`src/common/miex_pkg.sv`:
```
/*
 * Shared constants and types of the execute datapath: operation codes,
 * sequencing states, memory widths, register map and flag positions.
 * Assumes an 8-bit core with synchronous data and program memories.
 */
package miex_pkg;

	// Memory and datapath widths
	localparam int DW      = 8;
	localparam int DM_AW   = 12;        // Far address reaches every data memory section
	localparam int PM_AW   = 16;
	localparam int PM_DW   = 16;
	localparam int AXI_AW  = 8;
	localparam int AXI_DW  = 32;
	localparam logic [7:0] FINAL_PAGE = 8'hFF;

	// Register byte offsets
	localparam logic [7:0] REG_CTRL    = 8'h00;
	localparam logic [7:0] REG_STATUS  = 8'h04;
	localparam logic [7:0] REG_WORK    = 8'h08;
	localparam logic [7:0] REG_TBLPTR  = 8'h0C;
	localparam logic [7:0] REG_TBLHIGH = 8'h10;
	localparam logic [7:0] REG_FLAGS   = 8'h14;

	// Field positions
	localparam int CTRL_EN_BIT     = 0;
	localparam int STATUS_BUSY_BIT = 0;
	localparam int FLG_C           = 0;     // Carry
	localparam int FLG_NC          = 1;     // Nibble carry
	localparam int FLG_Z           = 2;     // Zero
	localparam int FLG_SR          = 3;     // Signed range (overflow)
	localparam int FLG_SS          = 4;     // Signed result
	localparam int FLG_W           = 5;

	// Reset values
	localparam logic             CTRL_EN_RST = 1'b1;
	localparam logic [7:0]       WORK_RST    = 8'h00;
	localparam logic [7:0]       PTR_RST     = 8'h00;
	localparam logic [FLG_W-1:0] FLAGS_RST   = 5'h00;

	// Bus responses
	localparam logic [1:0] RESP_OKAY   = 2'h0;
	localparam logic [1:0] RESP_SLVERR = 2'h2;

	// Decimal adjust figures
	localparam logic [3:0] BCD_LIMIT = 4'h9;
	localparam logic [3:0] BCD_FIX   = 4'h6;

	typedef enum logic [4:0] {
		OP_NIB_SWAP     = 5'h00, OP_NIB_SWAP_W  = 5'h01, OP_SKIP_ZERO = 5'h02,
		OP_COPY_SKIP    = 5'h03, OP_SKIP_BIT    = 5'h04, OP_TBL_PAGED = 5'h05,
		OP_TBL_FINAL    = 5'h06, OP_TBL_PAGED_I = 5'h07, OP_TBL_FINAL_I = 5'h08,
		OP_XOR_W        = 5'h09, OP_XOR_M       = 5'h0A, OP_XOR_IMM   = 5'h0B,
		OP_ADD_C_W      = 5'h0C, OP_ADD_C_M     = 5'h0D, OP_ADD_W     = 5'h0E,
		OP_ADD_M        = 5'h0F, OP_AND_W       = 5'h10, OP_AND_M     = 5'h11,
		OP_CLR          = 5'h12, OP_CLR_BIT     = 5'h13, OP_INV_M     = 5'h14,
		OP_INV_W        = 5'h15, OP_DEC_ADJ     = 5'h16, OP_DEC_M     = 5'h17,
		OP_DEC_W        = 5'h18, OP_INC_M       = 5'h19, OP_INC_W     = 5'h1A,
		OP_MOV_TO_W     = 5'h1B, OP_MOV_TO_M    = 5'h1C
	} miex_op_e;

	// Gray sequence along IDLE -> MRD -> EXEC -> DUMMY
	typedef enum logic [2:0] {
		ST_IDLE  = 3'h0,
		ST_MRD   = 3'h1,
		ST_EXEC  = 3'h3,
		ST_DUMMY = 3'h2,
		ST_PMRD  = 3'h7
	} miex_state_e;

endpackage : miex_pkg

```
`src/hdl/miex_execute_datapath.sv`:
```
/*
 * Execute datapath for nibble swap, zero skips, table fetches, exclusive-OR
 * and the far-addressed arithmetic, logic and move operations.
 * Assumes data and program memories answer one cycle after a read strobe,
 * a sequencer that offers one operation at a time, and an AXI4-Lite master.
 */
// Added by the designer: the AXI4-Lite register port and the address map.
// Contract
// - Nibble swap exchanges byte halves, writes back to memory, flags unchanged
// - Swap-to-work puts swapped byte in work register, memory and flags untouched
// - Skip when zero skips next instruction if whole byte is zero, no flags
// - Copy-then-skip loads byte into work register, skips if zero, no flags
// - Bit skip tests only selected bit, skips when it is zero, no flags
// - A taken skip inserts a dummy cycle, making the instruction two cycles
// - Paged table fetch reads word at both pointers, low to memory, high latched
// - Final-page fetch uses last page and low pointer only
// - Preincrementing paged fetch bumps low pointer before reading the word
// - Preincrementing final-page fetch bumps low pointer before reading last page
// - Exclusive-OR with memory or immediate, to work or memory, zero flag only
// - Far forms address any data memory section directly
// - Far add with carry sums work, byte and carry, updates five flags
// - Far add sums work and byte, updates the same five flags
// - Far AND combines work and byte bitwise, zero flag only
// - Far clear writes zero to byte, bit form clears one bit, no flags
// - Far invert complements byte to memory or work, zero flag updated
// - Far decimal adjust adds 00/06/60/66 to work, result to memory, carry only
// - Far decrement subtracts one to memory or work, zero flag updated
// - Far increment adds one to memory or work, zero flag updated
// - Far move copies byte to work or work to byte, no flags
`timescale 1ns/1ps
module miex_execute_datapath (
	input  wire logic                      clk,
	input  wire logic                      rstn,
	input  wire logic                      opValid,
	output logic                           opReady,
	input  wire miex_pkg::miex_op_e        opCode,
	input  wire logic [miex_pkg::DM_AW-1:0] opAddr,
	input  wire logic [2:0]                opBit,
	input  wire logic [miex_pkg::DW-1:0]    opImm,
	output logic                           opDone,
	output logic                           skipNext,
	output logic                           dummyCycle,
	output logic [miex_pkg::DM_AW-1:0]      dmAddr,
	output logic                           dmRdEn,
	input  wire logic [miex_pkg::DW-1:0]    dmRdData,
	output logic                           dmWrEn,
	output logic [miex_pkg::DW-1:0]         dmWrData,
	output logic [miex_pkg::PM_AW-1:0]      pmAddr,
	output logic                           pmRdEn,
	input  wire logic [miex_pkg::PM_DW-1:0] pmRdData,
	output logic [miex_pkg::DW-1:0]         workReg,
	output logic [miex_pkg::DW-1:0]         tableHigh,
	output logic                           carryFlag,
	output logic                           nibbleCarryFlag,
	output logic                           zeroFlag,
	output logic                           signedRangeFlag,
	output logic                           signedResultFlag,
	input  wire logic                      awvalid,
	output logic                           awready,
	input  wire logic [miex_pkg::AXI_AW-1:0] awaddr,
	input  wire logic [2:0]                awprot,
	input  wire logic                      wvalid,
	output logic                           wready,
	input  wire logic [miex_pkg::AXI_DW-1:0] wdata,
	input  wire logic [3:0]                wstrb,
	output logic                           bvalid,
	input  wire logic                      bready,
	output logic [1:0]                     bresp,
	input  wire logic                      arvalid,
	output logic                           arready,
	input  wire logic [miex_pkg::AXI_AW-1:0] araddr,
	input  wire logic [2:0]                arprot,
	output logic                           rvalid,
	input  wire logic                      rready,
	output logic [miex_pkg::AXI_DW-1:0]     rdata,
	output logic [1:0]                     rresp
);
	import miex_pkg::*;

	miex_state_e            state_ff;
	miex_op_e               op_ff;
	logic [2:0]             bit_ff;
	logic [DW-1:0]          imm_ff;
	logic                   opReady_ff, opDone_ff, skip_ff, dummy_ff;
	logic [DM_AW-1:0]       dmAddr_ff;
	logic                   dmRdEn_ff, dmWrEn_ff, pmRdEn_ff;
	logic [DW-1:0]          dmWrData_ff;
	logic [PM_AW-1:0]       pmAddr_ff;
	logic [DW-1:0]          work_ff, ptrLow_ff, ptrHigh_ff, tblHigh_ff;
	logic [FLG_W-1:0]       flags_ff;
	logic                   ctrlEn_ff;
	logic                   awReady_ff, awHeld_ff, wReady_ff, wHeld_ff, bValid_ff;
	logic [AXI_AW-1:0]      awAddr_ff;
	logic [AXI_DW-1:0]      wData_ff;
	logic [3:0]             wStrb_ff;
	logic [1:0]             bResp_ff, rResp_ff;
	logic                   arReady_ff, rValid_ff;
	logic [AXI_DW-1:0]      rData_ff;

	logic                   accept, isTable, isPreinc, isFinal, doWrite, wrHit;
	logic [DW-1:0]          nxt_ptrLow;
	logic [DW-1:0]          res;
	logic                   wrMem, wrAcc, updZ, updArith, updDaa, doSkip;
	logic                   addCin, ovf, lowFix, highFix;
	logic [DW:0]            sum9, daaSum;
	logic [4:0]             nibSum;
	logic [DW-1:0]          wordLow;

	// Operation class decode for the fetch path
	assign accept   = opValid && opReady_ff;
	assign isTable  = opCode inside {OP_TBL_PAGED, OP_TBL_FINAL, OP_TBL_PAGED_I, OP_TBL_FINAL_I};
	assign isPreinc = opCode inside {OP_TBL_PAGED_I, OP_TBL_FINAL_I};
	assign isFinal  = opCode inside {OP_TBL_FINAL, OP_TBL_FINAL_I};
	assign nxt_ptrLow = isPreinc ? ptrLow_ff + 8'h01 : ptrLow_ff;

	// Adder and its flag terms share one carry-in select; decimal adjust uses the carry flags
	assign addCin = (op_ff == OP_ADD_C_W || op_ff == OP_ADD_C_M) && flags_ff[FLG_C];
	assign sum9   = {1'b0, work_ff} + {1'b0, dmRdData} + {8'h00, addCin};
	assign nibSum = {1'b0, work_ff[3:0]} + {1'b0, dmRdData[3:0]} + {4'h0, addCin};
	assign ovf    = (work_ff[7] == dmRdData[7]) && (sum9[7] != work_ff[7]);
	assign lowFix  = (work_ff[3:0] > BCD_LIMIT) || flags_ff[FLG_NC];
	assign highFix = (work_ff[7:4] > BCD_LIMIT) || flags_ff[FLG_C];
	assign daaSum = {1'b0, work_ff} + {1'b0, (highFix ? BCD_FIX : 4'h0), (lowFix ? BCD_FIX : 4'h0)};
	assign wordLow = pmRdData[DW-1:0];

	// Result select; memory data is valid during the execute state
	always_comb begin
		res = dmRdData;
		wrMem = 1'b0;
		wrAcc = 1'b0;
		updZ = 1'b0;
		updArith = 1'b0;
		updDaa = 1'b0;
		doSkip = 1'b0;
		case (op_ff)
			OP_NIB_SWAP: begin
				res = {dmRdData[3:0], dmRdData[7:4]};
				wrMem = 1'b1;
			end
			OP_NIB_SWAP_W: begin
				res = {dmRdData[3:0], dmRdData[7:4]};
				wrAcc = 1'b1;
			end
			OP_SKIP_ZERO: doSkip = (dmRdData == 8'h00);
			OP_COPY_SKIP: begin
				wrAcc = 1'b1;
				doSkip = (dmRdData == 8'h00);
			end
			OP_SKIP_BIT: doSkip = !dmRdData[bit_ff];
			OP_TBL_PAGED, OP_TBL_FINAL, OP_TBL_PAGED_I, OP_TBL_FINAL_I: begin
				res = wordLow;
				wrMem = 1'b1;
			end
			OP_XOR_W, OP_XOR_M: begin
				res = work_ff ^ dmRdData;
				wrMem = (op_ff == OP_XOR_M);
				wrAcc = (op_ff == OP_XOR_W);
				updZ = 1'b1;
			end
			OP_XOR_IMM: begin
				res = work_ff ^ imm_ff;
				wrAcc = 1'b1;
				updZ = 1'b1;
			end
			OP_ADD_C_W, OP_ADD_C_M, OP_ADD_W, OP_ADD_M: begin
				res = sum9[DW-1:0];
				wrMem = (op_ff == OP_ADD_C_M) || (op_ff == OP_ADD_M);
				wrAcc = !wrMem;
				updArith = 1'b1;
			end
			OP_AND_W, OP_AND_M: begin
				res = work_ff & dmRdData;
				wrMem = (op_ff == OP_AND_M);
				wrAcc = !wrMem;
				updZ = 1'b1;
			end
			OP_CLR: begin
				res = 8'h00;
				wrMem = 1'b1;
			end
			OP_CLR_BIT: begin
				res = dmRdData & ~(8'h01 << bit_ff);
				wrMem = 1'b1;
			end
			OP_INV_M, OP_INV_W: begin
				res = ~dmRdData;
				wrMem = (op_ff == OP_INV_M);
				wrAcc = !wrMem;
				updZ = 1'b1;
			end
			OP_DEC_ADJ: begin
				res = daaSum[DW-1:0];
				wrMem = 1'b1;
				updDaa = 1'b1;
			end
			OP_DEC_M, OP_DEC_W: begin
				res = dmRdData - 8'h01;
				wrMem = (op_ff == OP_DEC_M);
				wrAcc = !wrMem;
				updZ = 1'b1;
			end
			OP_INC_M, OP_INC_W: begin
				res = dmRdData + 8'h01;
				wrMem = (op_ff == OP_INC_M);
				wrAcc = !wrMem;
				updZ = 1'b1;
			end
			OP_MOV_TO_W: wrAcc = 1'b1;
			OP_MOV_TO_M: begin
				res = work_ff;
				wrMem = 1'b1;
			end
			default: res = dmRdData;
		endcase
	end

	// Sequencer: take one operation, read, execute, optional dummy cycle
	always_ff @(posedge clk or negedge rstn) begin
		if (!rstn) begin
			state_ff <= ST_IDLE;
			op_ff <= OP_NIB_SWAP;
			bit_ff <= 3'h0;
			imm_ff <= 8'h00;
			opReady_ff <= 1'b0;
			opDone_ff <= 1'b0;
			skip_ff <= 1'b0;
			dummy_ff <= 1'b0;
			dmAddr_ff <= '0;
			dmRdEn_ff <= 1'b0;
			pmRdEn_ff <= 1'b0;
			pmAddr_ff <= '0;
		end else begin
			opDone_ff <= 1'b0;
			skip_ff <= 1'b0;
			dummy_ff <= 1'b0;
			case (state_ff)
				ST_IDLE: begin
					opReady_ff <= ctrlEn_ff;
					if (accept) begin
						opReady_ff <= 1'b0;
						op_ff <= opCode;
						bit_ff <= opBit;
						imm_ff <= opImm;
						dmAddr_ff <= opAddr;
						if (isTable) begin
							pmRdEn_ff <= 1'b1;
							pmAddr_ff <= {(isFinal ? FINAL_PAGE : ptrHigh_ff), nxt_ptrLow};
							state_ff <= ST_PMRD;
						end else begin
							dmRdEn_ff <= 1'b1;
							state_ff <= ST_MRD;
						end
					end
				end
				ST_MRD: begin
					dmRdEn_ff <= 1'b0;
					state_ff <= ST_EXEC;
				end
				ST_PMRD: begin
					pmRdEn_ff <= 1'b0;
					state_ff <= ST_EXEC;
				end
				ST_EXEC: begin
					if (doSkip) begin
						dummy_ff <= 1'b1;
						state_ff <= ST_DUMMY;
					end else begin
						opDone_ff <= 1'b1;
						opReady_ff <= ctrlEn_ff;
						state_ff <= ST_IDLE;
					end
				end
				ST_DUMMY: begin
					opDone_ff <= 1'b1;
					skip_ff <= 1'b1;
					opReady_ff <= ctrlEn_ff;
					state_ff <= ST_IDLE;
				end
				default: state_ff <= ST_IDLE;
			endcase
		end
	end

	// Data memory write strobe, one cycle after execute
	always_ff @(posedge clk or negedge rstn) begin
		if (!rstn) begin
			dmWrEn_ff <= 1'b0;
			dmWrData_ff <= 8'h00;
		end else begin
			dmWrEn_ff <= (state_ff == ST_EXEC) && wrMem;
			if (state_ff == ST_EXEC && wrMem)
				dmWrData_ff <= res;
		end
	end

	// Work register, table pointers and latch; datapath wins over software
	always_ff @(posedge clk or negedge rstn) begin
		if (!rstn) begin
			work_ff <= WORK_RST;
			ptrLow_ff <= PTR_RST;
			ptrHigh_ff <= PTR_RST;
			tblHigh_ff <= 8'h00;
		end else begin
			if (state_ff == ST_EXEC && wrAcc)
				work_ff <= res;
			else if (wrHit && awAddr_ff == REG_WORK && wStrb_ff[0])
				work_ff <= wData_ff[7:0];
			if (state_ff == ST_IDLE && accept && isTable)
				ptrLow_ff <= nxt_ptrLow;
			else if (wrHit && awAddr_ff == REG_TBLPTR && wStrb_ff[0])
				ptrLow_ff <= wData_ff[7:0];
			if (wrHit && awAddr_ff == REG_TBLPTR && wStrb_ff[1])
				ptrHigh_ff <= wData_ff[15:8];
			if (state_ff == ST_EXEC && isTableOp(op_ff))
				tblHigh_ff <= pmRdData[PM_DW-1:DW];
		end
	end

	function automatic logic isTableOp(input miex_op_e o);
		isTableOp = (o == OP_TBL_PAGED) || (o == OP_TBL_FINAL) ||
			(o == OP_TBL_PAGED_I) || (o == OP_TBL_FINAL_I);
	endfunction : isTableOp

	// Flags; the zero test covers the full eight-bit result
	always_ff @(posedge clk or negedge rstn) begin
		if (!rstn) begin
			flags_ff <= FLAGS_RST;
		end else if (state_ff == ST_EXEC && (updZ || updArith || updDaa)) begin
			if (updZ || updArith)
				flags_ff[FLG_Z] <= (res == 8'h00);
			if (updArith) begin
				flags_ff[FLG_C] <= sum9[DW];
				flags_ff[FLG_NC] <= nibSum[4];
				flags_ff[FLG_SR] <= ovf;
				flags_ff[FLG_SS] <= ovf ^ sum9[7];
			end
			if (updDaa)
				flags_ff[FLG_C] <= flags_ff[FLG_C] | daaSum[DW];
		end else if (wrHit && awAddr_ff == REG_FLAGS && wStrb_ff[0]) begin
			flags_ff <= wData_ff[FLG_W-1:0];
		end
	end

	// Control register; clearing enable stops new operations being taken
	always_ff @(posedge clk or negedge rstn) begin
		if (!rstn)
			ctrlEn_ff <= CTRL_EN_RST;
		else if (wrHit && awAddr_ff == REG_CTRL && wStrb_ff[0])
			ctrlEn_ff <= wData_ff[CTRL_EN_BIT];
	end

	// Write address and data are taken in either order, response after both
	assign doWrite = awHeld_ff && wHeld_ff && !bValid_ff;
	assign wrHit = doWrite && (awAddr_ff == REG_CTRL || awAddr_ff == REG_WORK ||
		awAddr_ff == REG_TBLPTR || awAddr_ff == REG_FLAGS);
	always_ff @(posedge clk or negedge rstn) begin
		if (!rstn) begin
			awReady_ff <= 1'b0;
			awHeld_ff <= 1'b0;
			awAddr_ff <= '0;
			wReady_ff <= 1'b0;
			wHeld_ff <= 1'b0;
			wData_ff <= '0;
			wStrb_ff <= 4'h0;
			bValid_ff <= 1'b0;
			bResp_ff <= RESP_OKAY;
		end else begin
			if (awvalid && awReady_ff) begin
				awAddr_ff <= {awaddr[AXI_AW-1:2], 2'h0};
				awHeld_ff <= 1'b1;
				awReady_ff <= 1'b0;
			end else if (!awHeld_ff && !bValid_ff) begin
				awReady_ff <= 1'b1;
			end
			if (wvalid && wReady_ff) begin
				wData_ff <= wdata;
				wStrb_ff <= wstrb;
				wHeld_ff <= 1'b1;
				wReady_ff <= 1'b0;
			end else if (!wHeld_ff && !bValid_ff) begin
				wReady_ff <= 1'b1;
			end
			if (doWrite) begin
				bValid_ff <= 1'b1;
				bResp_ff <= wrHit ? RESP_OKAY : RESP_SLVERR; // Read-only or unmapped
				awHeld_ff <= 1'b0;
				wHeld_ff <= 1'b0;
			end else if (bValid_ff && bready) begin
				bValid_ff <= 1'b0;
			end
		end
	end

	// Read channel; unmapped reads return zero with an error response
	always_ff @(posedge clk or negedge rstn) begin
		if (!rstn) begin
			arReady_ff <= 1'b0;
			rValid_ff <= 1'b0;
			rData_ff <= '0;
			rResp_ff <= RESP_OKAY;
		end else if (arvalid && arReady_ff) begin
			arReady_ff <= 1'b0;
			rValid_ff <= 1'b1;
			rResp_ff <= RESP_OKAY;
			case ({araddr[AXI_AW-1:2], 2'h0})
				REG_CTRL:    rData_ff <= {31'h0, ctrlEn_ff};
				REG_STATUS:  rData_ff <= {31'h0, state_ff != ST_IDLE};
				REG_WORK:    rData_ff <= {24'h0, work_ff};
				REG_TBLPTR:  rData_ff <= {16'h0, ptrHigh_ff, ptrLow_ff};
				REG_TBLHIGH: rData_ff <= {24'h0, tblHigh_ff};
				REG_FLAGS:   rData_ff <= {27'h0, flags_ff};
				default: begin
					rData_ff <= '0;
					rResp_ff <= RESP_SLVERR;
				end
			endcase
		end else if (rValid_ff && rready) begin
			rValid_ff <= 1'b0;
		end else if (!rValid_ff) begin
			arReady_ff <= 1'b1;
		end
	end

	// Outputs straight from flops
	assign opReady = opReady_ff;
	assign opDone = opDone_ff;
	assign skipNext = skip_ff;
	assign dummyCycle = dummy_ff;
	assign dmAddr = dmAddr_ff;
	assign dmRdEn = dmRdEn_ff;
	assign dmWrEn = dmWrEn_ff;
	assign dmWrData = dmWrData_ff;
	assign pmAddr = pmAddr_ff;
	assign pmRdEn = pmRdEn_ff;
	assign workReg = work_ff;
	assign tableHigh = tblHigh_ff;
	assign carryFlag = flags_ff[FLG_C];
	assign nibbleCarryFlag = flags_ff[FLG_NC];
	assign zeroFlag = flags_ff[FLG_Z];
	assign signedRangeFlag = flags_ff[FLG_SR];
	assign signedResultFlag = flags_ff[FLG_SS];
	assign awready = awReady_ff;
	assign wready = wReady_ff;
	assign bvalid = bValid_ff;
	assign bresp = bResp_ff;
	assign arready = arReady_ff;
	assign rvalid = rValid_ff;
	assign rdata = rData_ff;
	assign rresp = rResp_ff;

	// Checks on the datapath
	nib_swap_a: assert property (@(posedge clk) disable iff (!rstn)
		(state_ff == ST_EXEC && op_ff == OP_NIB_SWAP) |=> dmWrEn &&
		dmWrData == {$past(dmRdData[3:0]), $past(dmRdData[7:4])} && $stable(flags_ff))
		else $error("nibble swap write wrong");
	swap_work_a: assert property (@(posedge clk) disable iff (!rstn)
		(state_ff == ST_EXEC && op_ff == OP_NIB_SWAP_W) |=> !dmWrEn &&
		workReg == {$past(dmRdData[3:0]), $past(dmRdData[7:4])})
		else $error("swap to work wrong");
	zero_skip_a: assert property (@(posedge clk) disable iff (!rstn)
		(state_ff == ST_EXEC && op_ff == OP_SKIP_ZERO && dmRdData == 8'h00) |=>
		dummyCycle && !opDone ##1 opDone && skipNext)
		else $error("zero skip missing");
	copy_skip_a: assert property (@(posedge clk) disable iff (!rstn)
		(state_ff == ST_EXEC && op_ff == OP_COPY_SKIP) |=> workReg == $past(dmRdData))
		else $error("copy skip load wrong");
	bit_skip_a: assert property (@(posedge clk) disable iff (!rstn)
		(state_ff == ST_EXEC && op_ff == OP_SKIP_BIT && dmRdData[bit_ff]) |=>
		opDone && !skipNext && !dummyCycle)
		else $error("bit skip taken wrongly");
	final_page_a: assert property (@(posedge clk) disable iff (!rstn)
		(state_ff == ST_PMRD && (op_ff == OP_TBL_FINAL || op_ff == OP_TBL_FINAL_I)) |->
		pmRdEn && pmAddr[PM_AW-1:DW] == FINAL_PAGE && pmAddr[DW-1:0] == ptrLow_ff)
		else $error("final page address wrong");
	pre_inc_a: assert property (@(posedge clk) disable iff (!rstn)
		(accept && state_ff == ST_IDLE && opCode == OP_TBL_PAGED_I) |=>
		ptrLow_ff == $past(ptrLow_ff) + 8'h01 ##2 dmWrEn)
		else $error("pointer not incremented first");
	xor_zero_a: assert property (@(posedge clk) disable iff (!rstn)
		(state_ff == ST_EXEC && op_ff == OP_XOR_W) |=>
		workReg == ($past(work_ff) ^ $past(dmRdData)) && zeroFlag == (workReg == 8'h00))
		else $error("xor result or zero flag wrong");
endmodule : miex_execute_datapath

```
`config.mk`:
```
export PLATFORM = sky130hd
export DESIGN_NAME = miex_execute_datapath
export DESIGN_NICKNAME = d
export VERILOG_FILES = /design/src/common/miex_pkg.sv /design/src/hdl/miex_execute_datapath.sv
export SDC_FILE = /design/constraint.sdc
export NUM_CORES = 1
export LEC_CHECK = 0
export ABC_AREA = 1
export BUFFER_PORTS_ARGS = -buffer_cell sky130_fd_sc_hd__buf_4
export CAP_MARGIN = 20
export CORE_MARGIN = 5
export CORE_UTILIZATION = 45
export CTS_BUF_LIST = sky130_fd_sc_hd__clkbuf_16
export DETAILED_ROUTE_END_ITERATION = 10
export PLACE_DENSITY = 0.8
export SYNTH_ARGS = -nofsm -noshare
export SYNTH_HDL_FRONTEND = slang
export SYNTH_SLANG_ARGS = --single-unit
```
`constraint.sdc`:
```
create_clock -name clk -period 3.1 [get_ports clk]
set_input_delay 0 -clock clk [delete_from_list [all_inputs] [get_ports clk]]
set_output_delay 0 -clock clk [all_outputs]
set_load 0.03 [all_outputs]
```
==> results of run 1 <==
==> stage by stage <==
stage / power, mW / worst slack (ps) / util / hold slack (ps) / cell area (um2)
floorplan: 7.215 / 178.3 / - / -295.6 / 8975
global placement: 9.075 / 296.6 / 0.5398 / 26.93 / 10510
detailed placement: 9.200 / 253.1 / 0.5398 / 34.07 / 10510
CTS: 11.35 / 238.2 / 0.6064 / 20.79 / 11800
global route: 12.20 / 19.43 / 0.6066 / 48.69 / 11810
finish: 11.46 / 245.7 / 0.6066 / 38.29 / 11810
==> final cells by class <==
class / instances / area share
Multi-Input combinational cell: 833 / 0.3749
Clock buffer: 17 / 0.03603
Sequential cell: 149 / 0.3159
Tap cell: 265 / 0.02808
Timing Repair Buffer: 270 / 0.1873
Clock inverter: 15 / 0.01261
Inverter: 138 / 0.04515
==> cell usage after synthesis (2+ instances only) <==
| library cell | instances |
|---|---|
| nand3_1 | 93 |
| or2_2 | 4 |
| nand3_2 | 5 |
| inv_2 | 8 |
| nand4_1 | 17 |
| o21a_1 | 4 |
| nor2_2 | 7 |
| nand2_4 | 3 |
| buf_6 | 7 |
| a21oi_1 | 47 |
| a32oi_1 | 2 |
| a211oi_1 | 4 |
| nand2_2 | 13 |
| a31oi_1 | 7 |
| nor2_4 | 7 |
| xor2_1 | 6 |
| ha_1 | 13 |
| o221ai_1 | 7 |
| inv_6 | 2 |
| mux2_2 | 26 |
| inv_4 | 2 |
| dfrtp_1 | 148 |
| nor2_1 | 99 |
| a22oi_1 | 3 |
| o22ai_1 | 11 |
| nand2_1 | 292 |
| clkbuf_1 | 17 |
| clkinv_1 | 2 |
| a221oi_1 | 4 |
| o211ai_1 | 11 |
| nand3b_1 | 5 |
| nand2_8 | 2 |
| inv_1 | 124 |
| nor2_8 | 2 |
| o2111ai_1 | 2 |
| buf_4 | 19 |
| o21ai_1 | 5 |
| o21ai_0 | 75 |
| fa_1 | 3 |
| nor3_1 | 23 |
| nand3_4 | 4 |
==> layer usage <==
metal | vias to the layer above | GRT usage | wire [um]
met5 | - | 0 | 0
met4 | 0 | 0.1165 | 1224
met3 | 90 | 0.04515 | 2516
met2 | 460 | 0.4389 | 14350
met1 | 4350 | 0.3438 | 11770
li1 | 4282 | - | -
==> worst paths after layout <==
check,end,start,slack [ps]
min reg2reg,pmAddr[15]$_DFFE_PN0P_,pmAddr[15]$_DFFE_PN0P_,480
min in group asynchronous,wData_ff[15]$_DFFE_PN0P_,rstn,110
min,dmWrData[2]$_DFFE_PN0P_,dmRdData[2],40
max,flags_ff[2]$_DFFE_PN0P_,op_ff[4]$_DFFE_PN0P_,250
max in group asynchronous,ctrlEn_ff$_DFFE_PN1P_,rstn,2110
max reg2reg,flags_ff[2]$_DFFE_PN0P_,op_ff[4]$_DFFE_PN0P_,250
==> where the power goes <==
group / internal [mW] / total [mW] / switching [mW] / leakage [nW]
combinational: 2.12 / 6.07 / 3.95 / 3.92
sequential: 2.70 / 3.35 / 0.655 / 1.83
clock: 1.13 / 2.04 / 0.916 / 0.280
total: 5.94 / 11.5 / 5.52 / 6.03
==> cell families (layout without fill, tap and decap cells) <==
kind of cell / after synthesis / count (layout) / share of synthesized area
other: 1 / 18 / 0.0004208
adders and majority gates: 16 / 16 / 0.02499
xor gates and xnor gates: 7 / 7 / 0.007723
buffers and inverters: 182 / 440 / 0.09239
AOI/OAI and AO/OA: 188 / 188 / 0.1237
muxes: 26 / 26 / 0.03286
and+or+nand+nor: 578 / 578 / 0.2994
DFF: 149 / 149 / 0.4186
==> state kept, by name, indices dropped and copies added (netlist names), 6 cells and up <==
register and count:
awAddr_ff 6, dmAddr 12, dmWrData 8, imm_ff 8
pmAddr 16, ptrHigh_ff 8, ptrLow_ff 8, rdata 16
tableHigh 8, wData_ff 16, workReg 8
==> cell usage in the layout, fill, tap and decap left out, types with 17 or more instances in the layout <==
cell,netlist,layout
a21oi_1,47,47
buf_4,19,197
clkbuf_16,0,17
conb_1,1,18
dfrtp_1,148,148
dlygate4sd3_1,0,72
inv_1,124,125
mux2_2,26,26
nand2_1,292,292
nand3_1,93,93
nand4_1,17,17
nor2_1,99,99
nor3_1,23,23
o21ai_0,75,75
==> critical path: cells and delay by family, from the launching register on <==
family / cells / cell delay (ps)
AND/OR/NAND/NOR: 14 / 1350
adder cells (fa/ha/maj): 2 / 810
flip-flops: 1 / 400
AO/OA/AOI/OAI: 1 / 130
buffers and inverters: 1 / 110
==> repair_timing <==
action / 4_1_cts / 5_1_grt
hold buffers: 72 / 0
endpoints found under the hold margin: 133 / 0
endpoints found under the setup margin: 0 / 1
resized for setup: 0 / 1
==> flow_metrics.env, run 1 <==
export IMPL_synth_area_um2=8911
export IMPL_fin_skew_ps=10.92
export IMPL_cts_setup_buffers=0
export IMPL_htreeDepth=4
export IMPL_synth_ff_type="dfrtp_1"
export IMPL_post_route_cells_drive_above_1_share=0.2236
export IMPL_fin_crit_ps=2854
export IMPL_insertion_delay_ps=430
export IMPL_avgSynthCellArea_um2=7.769
export IMPL_coreArea_um2=19460
export IMPL_placementRows=51
export IMPL_outcome="complete, no violations"
export IMPL_power_density_nw_per_um2=971.0
export IMPL_cpPeakStageDelay_ps=410
export IMPL_worstPathArrival_ps=3220
export IMPL_clk_pin_slew_ps=70
export IMPL_multi_input_area_um2=4427
export IMPL_final_cells=1687
export IMPL_path_common_cell="nor2_1"
export IMPL_grtUsageTotal=0.2659
export IMPL_hpwlAfterDp_um=21860
export IMPL_final_setup_tns_ps=0
export IMPL_num_vias=9182
export IMPL_grt_pass1_wl_um=47260
export IMPL_cts_max_path_buffers=2
export IMPL_synth_edff_count=0
export IMPL_viasPerCell=5.443
export IMPL_fp_dieArea_um2=22720
export IMPL_die_x_um=150.7
export IMPL_antenna_cells=0
export IMPL_drt_first_iter_violations=965
export IMPL_antenna_found_initial=0
export IMPL_dieHeight_um=150.7
export IMPL_synthDistinctLibCells=53
export IMPL_start_util=0.4579
export IMPL_relSlewSlack=0.5623
export IMPL_endpoint_kind="flip-flop"
export IMPL_grt_start_max_net_pins=69
export IMPL_gp_congestion=1.021
export IMPL_yosys_register_bits=149
export IMPL_period_share=0.9208
export IMPL_min_path_type="input port to flip-flop"
export IMPL_async_flop_share=1.000
export IMPL_area_growth_pct=32.49
export IMPL_cp_max_fo=3
export IMPL_maxCapViolCount=0
export IMPL_ys_seq_area_frac=0.4186
export IMPL_required_ps=3470
export IMPL_peakVddDrop_v=0.0006988
export IMPL_cp_slowest_cell="fa_1"
export IMPL_grt_pass1_vias=9016
export IMPL_cts_inserted_buffers=17
export IMPL_firstDrtPassIters=6
export IMPL_start_kind="flip-flop"
export IMPL_grt_setup_unrepaired="false"
export IMPL_r2r_cells=18
export IMPL_tightest_slew_ps=652.5
export IMPL_ios=223
export IMPL_clock_sink_count=149
export IMPL_grt_overflow_total=0
export IMPL_synth_top_area_frac=0.4156
export IMPL_critical_path_cell_chain="nor2_1 -> nand4_1 -> fa_1 -> inv_1 -> fa_1 -> nand2_1 -> nand2_1 -> nor2_1 -> nand3_1 -> nor2_1 -> nand2_1 -> nor2_4 -> nand3_1 -> nor2_1 -> nand3_1 -> nor2_1 -> nand3_1 -> a21oi_2"
export IMPL_synth_area_leader_cell="dfrtp_1"
export IMPL_nets=1543
export IMPL_hold_violations=0
export IMPL_drc_errors=0
export IMPL_worst_setup_path_type="flip-flop to flip-flop"
export IMPL_fmax_ghz=0.3503
export IMPL_port_buffers=176
export IMPL_total_leakage_power_nw=6.026
export IMPL_ant_nets=0
export IMPL_nFillCells=1661
export IMPL_wl_per_cell_um=17.70
export IMPL_cts_root_buffer="clkbuf_16"
export IMPL_synthCells=1147
export IMPL_routed_wl_um=29860
export IMPL_drv_slew=0
export IMPL_regArea_um2=3730
export IMPL_cts_tree="built"
export IMPL_holdPathStages=3
export IMPL_synth_area_top_cells="dfrtp_1 42%, nand2_1 12%, nand3_1 5.2%"
export IMPL_finalSetupViolations=0
export IMPL_ys_warn_count=0
export IMPL_dp_cells=1583
(Power assumes the default switching activity.)
==> run 2, diff against run 1 <==
--- a/config.mk
+++ b/config.mk
@@ -6,13 +6,14 @@
 export NUM_CORES = 1
 export LEC_CHECK = 0
 export ABC_AREA = 1
-export BUFFER_PORTS_ARGS = -buffer_cell sky130_fd_sc_hd__buf_4
 export CAP_MARGIN = 20
+export CORE_ASPECT_RATIO = 0.75
 export CORE_MARGIN = 5
 export CORE_UTILIZATION = 45
 export CTS_BUF_LIST = sky130_fd_sc_hd__clkbuf_16
 export DETAILED_ROUTE_END_ITERATION = 10
-export PLACE_DENSITY = 0.8
+export DONT_BUFFER_PORTS = 1
+export PLACE_DENSITY = 0.71
 export SYNTH_ARGS = -nofsm -noshare
 export SYNTH_HDL_FRONTEND = slang
 export SYNTH_SLANG_ARGS = --single-unit
==> run 2 against run 1 <==
Combinational power fell by 19%; sequential share of layout area rose by 3.0 points; utilization fell by 5.2 points; first-iteration DRC count fell by 2.2%; final area fell by 8.7%; register-to-register slack improved by 20 ps; critical path type unchanged; sequential power rose by 22%; clock power rose by 3%; largest power group unchanged; clock skew rose by 2.1 ps; final cell count fell by 9.6%; setup slack improved by 20 ps; highest routed layer is now met5; wire length fell by 0.70%; the run now ends with negative hold slack left.
==> flow_metrics.env, run 2 (synthesis results as in run 1) <==
export IMPL_htreeDepth=4
export IMPL_hold_violations=149
export IMPL_dpl_instance_area_um2=9204
export IMPL_use_met3=0.08543
export IMPL_nFillCells=1837
export IMPL_r2r_cells=19
export IMPL_clk_pin_slew_ps=70
export IMPL_seqPwrFrac=0.369
export IMPL_coreArea_um2=19430
export IMPL_sw_frac_of_total=0.5002
export IMPL_grtUsageTotal=0.2565
export IMPL_final_cell_mix="291 x nand2_1, 148 x dfrtp_1, 123 x inv_1"
export IMPL_maxCapViolCount=0
export IMPL_cts_inserted_buffers=17
export IMPL_comb_power_share=0.441
export IMPL_gp_congestion=0.9878
export IMPL_die_x_um=172.5
export IMPL_post_route_cell_area_um2=10770
export IMPL_dieHeight_um=131.9
export IMPL_relSlewSlack=0.5087
export IMPL_dpl_worst_slack_ps=275.7
export IMPL_antenna_cells=0
export IMPL_cp_slowest_cell="fa_1"
export IMPL_drt_first_iter_violations=944
export IMPL_wl_per_cell_um=19.44
export IMPL_firstDrtPassIters=7
export IMPL_grt_overflow_total=0
export IMPL_dp_cells=1400
export IMPL_cts_tree="built"
export IMPL_fmax_ghz=0.3528
export IMPL_hold_slack_ps=-726.8
export IMPL_peakVddDrop_v=0.0006137
export IMPL_num_vias=8399
export IMPL_regToRegEndpoint="flags_ff[2]$_DFFE_PN0P_"
export IMPL_fin_crit_ps=2834
export IMPL_internal_power_mw=5.560
export IMPL_cts_setup_buffers=0
export IMPL_path_common_cell="inv_1"
export IMPL_grt_busiest_layer="met1"
export IMPL_grt_start_max_net_pins=150
export IMPL_cp_max_fo=3
export IMPL_ios=223
export IMPL_start_util=0.4585
export IMPL_grt_pass1_wl_um=45350
export IMPL_cts_hold_fix_buffers=93
export IMPL_min_path_type="input port to asynchronous set/reset pin"
export IMPL_layout_commonest_cell="nand2_1"
export IMPL_antenna_found_initial=1
export IMPL_clock_sink_count=149
export IMPL_p_sw_mw=5.565
export IMPL_drc_errors=0
export IMPL_start_kind="flip-flop"
export IMPL_worstPathArrival_ps=3180
export IMPL_routed_wl_um=29650
export IMPL_area_growth_pct=20.91
export IMPL_grt_setup_unrepaired="true"
export IMPL_fin_skew_ps=12.98
export IMPL_fp_dieArea_um2=22750
export IMPL_final_cells=1525
export IMPL_regArea_um2=3730
export IMPL_grt_pass1_vias=7795
export IMPL_r2r_slack_ps=270
export IMPL_viasPerCell=5.508
export IMPL_tightest_slew_ps=725.4
export IMPL_total_leakage_power_nw=5.294
export IMPL_post_route_cells_drive_above_1_share=0.1211
export IMPL_groute_layer_met1_usage=0.3870
export IMPL_cpPeakStageDelay_ps=390
export IMPL_p_clk_frac=0.190
export IMPL_nets=1393
export IMPL_placementRows=44
export IMPL_ant_nets=0
export IMPL_cts_root_buffer="clkbuf_16"
export IMPL_insertion_delay_ps=430
export IMPL_endpoint_kind="flip-flop"
export IMPL_power_density_nw_per_um2=1033
export IMPL_drv_slew=0
export IMPL_failed_checks="negative hold slack"
export IMPL_finalSetupViolations=0
export IMPL_hpwlAfterDp_um=22010
export IMPL_period_share=0.9143
export IMPL_port_buffers=0
export IMPL_outcome="finished with violations"
export IMPL_crit_start="workReg[1]$_DFFE_PN0P_"
export IMPL_finalWorstSetupSlack_ps=265.7
export IMPL_critical_path_cell_chain="inv_1 -> a21oi_1 -> nor2_1 -> inv_1 -> ha_1 -> inv_1 -> fa_1 -> inv_1 -> nand4_1 -> nand2_1 -> a21oi_1 -> or2_2 -> nand3_1 -> nand3_1 -> nor2_1 -> nand2_2 -> nor2_4 -> nand3_1 -> a21oi_2"
export IMPL_crit_end="flags_ff[2]$_DFFE_PN0P_"
export IMPL_required_ps=3450
export IMPL_cts_max_path_buffers=2
export IMPL_multi_input_area_um2=4434
export IMPL_timing_rr_start="workReg[1]$_DFFE_PN0P_"
export IMPL_globalRouteMet2Util=0.3578
export IMPL_worst_setup_path_type="flip-flop to flip-flop"
## run 2: cell count changes in the layout (fill, tap and decap cells not counted), moves of 2 or more
cell,change
buf_4,-170
dlygate4sd3_1,+21
clkinv_8,+6
inv_6,-3
clkinvlp_4,-2
inv_1,-2
inv_8,+2
nor2_2,+2
## run 2: worst max-delay path: cells and delay by family, from the launching register on
family                   cells  cell delay [ps]
AO/OA/AOI/OAI                3              370
adder cells (fa/ha/maj)      2              570
buffers and inverters        4              280
flip-flops                   1              340
AND/OR/NAND/NOR             10             1170
## run 2: power by group through the flow
stage	combinational [mW]	clock, mW	sequential, mW
after floorplan	3.28	0	3.94
after global placement	4.47	0	4.10
after detailed placement	4.52	0	4.12
after CTS	4.79	2.15	4.08
after global routing	5.43	2.25	4.20
final	4.91	2.11	4.10
## run 2: routing by layer
layer | vias up | share of wire | routed length (um)
li1 | 3979 | - | -
met1 | 3927 | 0.44 | 13180
met2 | 452 | 0.42 | 12450
met3 | 39 | 0.12 | 3609
met4 | 2 | 0.013 | 395
met5 | - | 0.00047 | 14
## run 2: how the worst min path moves through the flow
stage / from / endpoint / slack, ps
finish: rstn / dmWrEn$_DFF_PN0_ / -730
global route: rstn / dmWrData[2]$_DFFE_PN0P_ / -750
CTS: rstn / tableHigh[0]$_DFFE_PN0P_ / -750
detailed placement: rstn / dmWrEn$_DFF_PN0_ / -290
global placement: rstn / dmWrEn$_DFF_PN0_ / -290
floorplan: rstn / arready$_DFFE_PN0P_ / -300
## run 2: cell type report
type                    instances  share of cell area
multi-input cells             833              0.4116
clock inverters                15             0.01870
inverters                     138             0.04947
flip-flops and latches        149              0.3462
well taps                     253             0.02938
repair buffers                120              0.1052
clock buffers                  17             0.03948
## run 2: timing repair
| action | CTS | global route |
|---|---|---|
| setup endpoints to repair | 0 | 1 |
| endpoints found under the hold margin | 242 | 149 |
| gates resized for setup | 0 | 5 |
## run 2: metrics by stage
step,utilization,setup TNS (ps),total power [mW]
2_1_floorplan,-,0,7.215
3_3_place_gp,0.4736,0,8.571
3_5_place_dp,0.4736,0,8.640
4_1_cts,0.5538,0,11.02
5_1_grt,0.5544,-29.33,11.88
6_report,0.5544,0,11.12
